`config.mk`:
```
export PLATFORM = sky130hd
export DESIGN_NAME = pls_regs
export DESIGN_NICKNAME = d
export VERILOG_FILES = /design/src/pkg/pls_pkg.sv /design/src/hdl/pls_regs.sv
export SDC_FILE = /design/constraint.sdc
export NUM_CORES = 1
export LEC_CHECK = 0
export BUFFER_PORTS_ARGS = -buffer_cell sky130_fd_sc_hd__buf_4
export CAP_MARGIN = 20
export CORE_ASPECT_RATIO = 1.75
export CORE_MARGIN = 5
export CORE_UTILIZATION = 40
export CTS_CLUSTER_SIZE = 8
export DETAILED_ROUTE_END_ITERATION = 6
export GPL_TIMING_DRIVEN = 0
export PLACE_DENSITY = 0.66
export SETUP_SLACK_MARGIN = 0.02
export SYNTH_ARGS = -nofsm -noshare
export SYNTH_HDL_FRONTEND = slang
export SYNTH_SLANG_ARGS = --single-unit
```
`constraint.sdc`:
```
create_clock -name clk_sys -period 1.7 [get_ports clk_sys]
set_input_delay 0.085 -clock clk_sys [delete_from_list [all_inputs] [get_ports clk_sys]]
set_output_delay 0.085 -clock clk_sys [all_outputs]
set_load 0.01 [all_outputs]
```
`src/pkg/pls_pkg.sv`:
```
// Purpose: Constants and carriers for the Phy_link_state and interrupt enable bank
// Assumes: 16-bit registers reached over a plain strobe port, word index addressing
// Notes:   Offsets are register indices
package pls_pkg;

  localparam int          PLS_ADDR_W       = 5;
  localparam int          PLS_DATA_W       = 16;
  localparam logic [4:0]  PLS_OFF_STATUS   = 5'h11;
  localparam logic [4:0]  PLS_OFF_IRQ_EN   = 5'h12;
  localparam logic [4:0]  PLS_OFF_IRQ_STAT = 5'h13;
  localparam logic [15:0] PLS_RST_STATUS   = 16'h0000;
  localparam logic [15:0] PLS_RST_IRQ_EN   = 16'h0000;
  localparam logic [15:0] PLS_RST_IRQ_STAT = 16'h0000;
  localparam logic [15:0] PLS_IRQ_EN_WMASK = 16'hFF80;

  // Status field positions
  localparam int PLS_B_SPEED_HI = 15;
  localparam int PLS_B_SPEED_LO = 14;
  localparam int PLS_B_DUPLEX   = 13;
  localparam int PLS_B_PAGE     = 12;
  localparam int PLS_B_RESOLVED = 11;
  localparam int PLS_B_LINK     = 10;
  localparam int PLS_B_XCD      = 9;
  localparam int PLS_B_XAB      = 8;
  localparam int PLS_B_DOWNSH   = 7;
  localparam int PLS_B_SLEEP    = 6;
  localparam int PLS_B_POL_HI   = 5;
  localparam int PLS_B_POL_LO   = 2;
  localparam int PLS_B_POL10    = 1;
  localparam int PLS_B_JABBER   = 0;

  // Event positions, shared by enable and event status registers
  localparam int PLS_EV_LO  = 7;
  localparam int PLS_EV_NUM = 9;

  localparam logic [1:0] PLS_SPEED_10   = 2'h0;
  localparam logic [1:0] PLS_SPEED_100  = 2'h1;
  localparam logic [1:0] PLS_SPEED_1000 = 2'h2;

  typedef struct packed {
    logic [1:0] speed;
    logic       full_duplex;
    logic       page_rx;
    logic       neg_enabled;
    logic       neg_complete;
    logic       link_up;
    logic       crossover_pairs_cd;
    logic       crossover_pairs_ab;
    logic       downshift_active;
    logic       sleeping;
    logic [3:0] pair_polarity_flags;
    logic       pol10_reversed;
    logic       jabber_detected;
  } pls_phy_s;

  typedef struct packed {
    logic neg_error;
    logic rate_change;
    logic duplex_change;
    logic page_rx;
    logic neg_done;
    logic link_change;
    logic energy_eff_error;
    logic bogus_carrier;
    logic converter_fifo_fault;
  } pls_evt_s;

endpackage

```
`src/hdl/pls_regs.sv`:
```
// Purpose: PHY link state register and event interrupt enable register bank
// Assumes: Live PHY state and one-cycle event pulses synchronous to clk_sys
// Notes:   Read data valid the cycle after the read strobe
`timescale 1ns/1ps
`default_nettype none
// Functional notes
// - Status bits 15-14 give resolved speed: 0 is 10M, 1 is 100M, 2 is 1000M, 3 reserved.
// - Status bit 13 is read-only and shows 0 for half and 1 for full duplex.
// - Status bit 12 latches on a received page and clears when the register is read.
// - Status bit 11 is 0 while negotiation runs unfinished, else 1.
// - Status bit 10 shows link up as 1 and link down as 0.
// - Status bits 9 and 8 show crossover of pairs C/D and A/B, 1 meaning crossed.
// - Status bit 7 is 1 only while negotiation runs with gigabit abilities masked.
// - Status bit 6 is 1 in sleep and 0 when active.
// - Status bits 5-2 show reversed polarity of channels D, C, B, A.
// - Status bit 1 is 1 for normal and 0 for reversed 10M receive polarity.
// - Status bit 0 is 1 while jabber is detected.
// - The status register resets to zero and only the page flag changes on read.
// - The enable register resets to zero so no event interrupts at first.
// - An event raises the interrupt only when its enable bit is set.
// - Enable bits 15 to 7 gate the nine events in their fixed order.
module pls_regs
  import pls_pkg::*;
(
  input  wire logic                  clk_sys,
  input  wire logic                  sys_rst,
  input  wire logic [PLS_ADDR_W-1:0] reg_addr,
  input  wire logic [PLS_DATA_W-1:0] reg_wdata,
  input  wire logic                  reg_wr,
  input  wire logic                  reg_rd,
  output logic      [PLS_DATA_W-1:0] reg_rdata,
  input  wire pls_phy_s              phy_in,
  input  wire pls_evt_s              evt_in,
  output logic                       irq
);

  logic [PLS_DATA_W-1:0] status_q;
  logic [PLS_DATA_W-1:0] status_d;
  logic                  page_q;
  logic [PLS_DATA_W-1:0] irq_en_q;
  logic [PLS_DATA_W-1:0] irq_stat_q;
  logic [PLS_DATA_W-1:0] evt_vec;
  logic                  rd_status;
  logic                  rd_irq_stat;

  assign rd_status   = reg_rd && (reg_addr == PLS_OFF_STATUS);
  assign rd_irq_stat = reg_rd && (reg_addr == PLS_OFF_IRQ_STAT);

  // Page flag: set wins over read clear
  always_ff @(posedge clk_sys or posedge sys_rst) begin
    if (sys_rst) begin
      page_q <= 1'b0;
    end else if (phy_in.page_rx) begin
      page_q <= 1'b1;
    end else if (rd_status) begin
      page_q <= 1'b0;
    end
  end

  // Live status image
  always_comb begin
    status_d = PLS_RST_STATUS;
    status_d[PLS_B_SPEED_HI:PLS_B_SPEED_LO] = phy_in.speed;
    status_d[PLS_B_DUPLEX]   = phy_in.full_duplex;
    status_d[PLS_B_PAGE]     = page_q;
    status_d[PLS_B_RESOLVED] = phy_in.neg_complete || !phy_in.neg_enabled;
    status_d[PLS_B_LINK]     = phy_in.link_up;
    status_d[PLS_B_XCD]      = phy_in.crossover_pairs_cd;
    status_d[PLS_B_XAB]      = phy_in.crossover_pairs_ab;
    status_d[PLS_B_DOWNSH]   = phy_in.downshift_active && phy_in.neg_enabled
                               && !phy_in.neg_complete;
    status_d[PLS_B_SLEEP]    = phy_in.sleeping;
    status_d[PLS_B_POL_HI:PLS_B_POL_LO] = phy_in.pair_polarity_flags;
    status_d[PLS_B_POL10]    = !phy_in.pol10_reversed;
    status_d[PLS_B_JABBER]   = phy_in.jabber_detected;
  end

  always_ff @(posedge clk_sys or posedge sys_rst) begin
    if (sys_rst) begin
      status_q <= PLS_RST_STATUS;
    end else begin
      status_q <= status_d;
    end
  end

  // Enable register, only event bits writable
  always_ff @(posedge clk_sys or posedge sys_rst) begin
    if (sys_rst) begin
      irq_en_q <= PLS_RST_IRQ_EN;
    end else if (reg_wr && (reg_addr == PLS_OFF_IRQ_EN)) begin
      irq_en_q <= reg_wdata & PLS_IRQ_EN_WMASK;
    end
  end

  assign evt_vec = {evt_in, {PLS_EV_LO{1'b0}}};

  // Sticky event status, write one to clear, set wins
  genvar gi;
  generate
    for (gi = 0; gi < PLS_DATA_W; gi++) begin : g_evt
      if (gi >= PLS_EV_LO) begin : g_live
        always_ff @(posedge clk_sys or posedge sys_rst) begin
          if (sys_rst) begin
            irq_stat_q[gi] <= PLS_RST_IRQ_STAT[gi];
          end else if (evt_vec[gi]) begin
            irq_stat_q[gi] <= 1'b1;
          end else if (reg_wr && (reg_addr == PLS_OFF_IRQ_STAT) && reg_wdata[gi]) begin
            irq_stat_q[gi] <= 1'b0;
          end
        end
      end else begin : g_rsvd
        always_ff @(posedge clk_sys or posedge sys_rst) begin
          if (sys_rst) begin
            irq_stat_q[gi] <= PLS_RST_IRQ_STAT[gi];
          end else begin
            irq_stat_q[gi] <= 1'b0;
          end
        end
      end
    end
  endgenerate

  assign irq = |(irq_stat_q & irq_en_q);

  // Read data, one cycle after strobe
  always_ff @(posedge clk_sys or posedge sys_rst) begin
    if (sys_rst) begin
      reg_rdata <= '0;
    end else if (rd_status) begin
      reg_rdata             <= status_q;
      reg_rdata[PLS_B_PAGE] <= page_q;
    end else if (reg_rd && (reg_addr == PLS_OFF_IRQ_EN)) begin
      reg_rdata <= irq_en_q;
    end else if (rd_irq_stat) begin
      reg_rdata <= irq_stat_q;
    end else begin
      reg_rdata <= '0;
    end
  end

endmodule
`default_nettype wire

```
==> impl_metrics.env <==
export IMPL_period_needed_ns=1.569
export IMPL_final_cell_mix="60 x buf_4, 50 x dfrtp_1, 21 x dlygate4sd3_1"
export IMPL_gp_congestion=0.7775
export IMPL_setup_viol=0
export IMPL_antennaDiodeCount=0
export IMPL_power_leakage_nw=1.325
export IMPL_clockBufferDepth=2
export IMPL_slew_viol_final=0
export IMPL_min_path_type="in -> reg"
export IMPL_clock_sinks=50
export IMPL_routedWlPerCell_um=16.60
export IMPL_m1WireLength_um=1693
export IMPL_final_area_sq_um=2808
export IMPL_fp_dieArea_sq_um=6474
export IMPL_postSynthAreaPerCell_sq_um=14.46
export IMPL_syn_num_nets=187
export IMPL_ant_nets=0
export IMPL_start_util=0.4142
export IMPL_yosysWarnings=0
export IMPL_period_share=0.9228
export IMPL_reg2regPathDepth=3
export IMPL_dp_cells=249
export IMPL_placed_cell_area_sq_um=2502
export IMPL_crit_path_start_kind="register"
export IMPL_grt_start_max_net_pins=28
export IMPL_drtPass1Iterations=6
export IMPL_endpoint_kind="primary output"
export IMPL_mostFrequentLayoutCell="buf_4"
export IMPL_syn_to_final_growth_pct=42.75
export IMPL_cp_data_arrival_time_ns=1.48
export IMPL_fin_cells=278
export IMPL_core_sq_um=4748
export IMPL_synth_area_sq_um=1967
export IMPL_drive_gt1_frac=0.4513
export IMPL_worstSetupPathType="reg -> out"
export IMPL_drt_initial_drc_count=29
export IMPL_nets=276
export IMPL_crit_end="irq"
export IMPL_power_density_nw_per_um2=847.8
export IMPL_final_core_util=0.5913
export IMPL_io_pins=68
export IMPL_port_buffers=60
export IMPL_slew_limit_headroom=0.6522
export IMPL_crit_required_ns=1.62
export IMPL_vias=1416
export IMPL_die_y_um=102.8
export IMPL_wirelength_um=4615
export IMPL_wl_met3_um=207
export IMPL_fin_worst_skew_ns=0.006550
export IMPL_cts_tree="built"
export IMPL_cp_max_fo=3
export IMPL_synth_seq_cells=50
export IMPL_grt_pass1_wl_um=7617
export IMPL_grt_pass1_vias=1578
export IMPL_antenna_found_initial=0
export IMPL_fin_tns_setup_ns=0
export IMPL_fmax_ghz=0.6374
export IMPL_cts_buffers=5
export IMPL_drc=0
export IMPL_path_clk_slew_ns=0.09
export IMPL_cts_root_buf="clkbuf_8"
export IMPL_post_dp_hpwl_um=3264
export IMPL_overflow=0
export IMPL_seq_area_frac_synth=0.6361
export IMPL_hold_violations=0
export IMPL_viasPerCell=5.094
export IMPL_groute_usage_overall=0.1513
export IMPL_status="finished clean"
export IMPL_fp_row_count=33
export IMPL_ys_types=22
export IMPL_rrSetupSlack_ns=0.68
export IMPL_top_layer="met4"
export IMPL_r2r_start="irq_en_q[12]"
export IMPL_clock_latency_ns=0.31
export IMPL_rr_endpoint="reg_rdata[12]"
export IMPL_rsz0062_at_grt="no"
export IMPL_die_w_um=63.01
export IMPL_max_cap_viol_count=0
export IMPL_cts_htree_levels=2
export IMPL_tightest_slew_ns=0.5209
export IMPL_cts_setup_buffers=0
export IMPL_critical_path_startpoint="irq_en_q[11]"
export IMPL_dr_wl_met2_um=2617
export IMPL_syn_inst=136
export IMPL_peakVddDrop_mv=0.7341
## cell usage after synthesis (all sizes together)
library cell	number	area share
a22o	1	0.0045
nand4bb	2	0.011
nor2	10	0.019
nand3	1	0.0025
nand4b	9	0.040
buf	6	0.021
o22a	9	0.046
mux2	18	0.12
a222oi	1	0.0051
clkbuf	2	0.0038
dfrtp	50	0.64
a221oi	1	0.0045
a22oi	10	0.038
nand2b	1	0.0032
nor2b	2	0.0064
or3b	1	0.0045
and2	7	0.022
o21bai	1	0.0038
inv	4	0.0076
## state kept, by name, summed over array words and instances, names as in the netlist
| name | count |
|---|---|
| page_q | 1 |
| irq_stat_q | 9 |
| status_q | 15 |
| reg_rdata | 16 |
| irq_en_q | 9 |
## stage by stage
stage	worst slack [ns]	hold WS [ns]	power [mW]
final	0.1312	0.008999	2.380
after global routing	0.02026	0.001381	2.511
after CTS	0.1081	0.002301	2.411
after detailed placement	0.1418	0.1641	1.643
after global placement	-0.1140	0.1941	1.627
after floorplan	0.3663	0.1164	1.493
## critical path: stages (launching register included)
cell and delay [ns]:
dfrtp_1 0.41, a22o_1 0.23, a221oi_1 0.25, nand3_1 0.12, buf_4 0.16
## metal layers
layer / GRT usage / up-vias
met1: 0.1618 / 704
met5: 0 / -
met4: 0.06373 / 0
met2: 0.2798 / 38
li1: - / 666
met3: 0.03708 / 8
## logic make-up after synthesis
logic type             after synthesis  synth area share
DFF                                 50            0.6361
buffers and inverters               12           0.03244
AOI/OAI and AO/OA                   23            0.1018
muxes                               18            0.1202
and+or+nand+nor                     33            0.1094
## what timing repair did
item / 4_1_cts / 5_1_grt
gates resized for setup: 0 / 0
setup endpoints to repair: 0 / 0
endpoints found under the hold margin: 41 / 1
hold buffers: 20 / 1
## worst min path at each step
stage,start,end,slack (ns),cells past startpoint
4_1_cts,evt_in[6],irq_stat_q[13],0.002,2
5_1_grt,evt_in[7],irq_stat_q[14],0.001,2
3_5_place_dp,sys_rst,reg_rdata[11],0.16,2
3_3_place_gp,phy_in[6],status_q[6],0.19,1
2_1_floorplan,phy_in[0],status_q[0],0.12,0
6_report,evt_in[7],irq_stat_q[14],0.009,2
## final cells by class
type | instances | area [sq um]
fillers | 386 | 1941
flip-flops and latches | 50 | 1251
repair buffers | 82 | 680.7
multi-input cells | 74 | 651.9
clock buffers | 5 | 68.82
well taps | 52 | 65.06
plain buffers | 8 | 48.80
clock inverters | 3 | 26.28
inverters | 4 | 15.01
## power by group
part	switching, mW	total [mW]	internal (mW)
Combinational	0.127	0.359	0.231
Clock	0.418	0.724	0.306
Sequential	0.0437	1.30	1.25
Note: power is estimated with default switching activity, not from simulation.
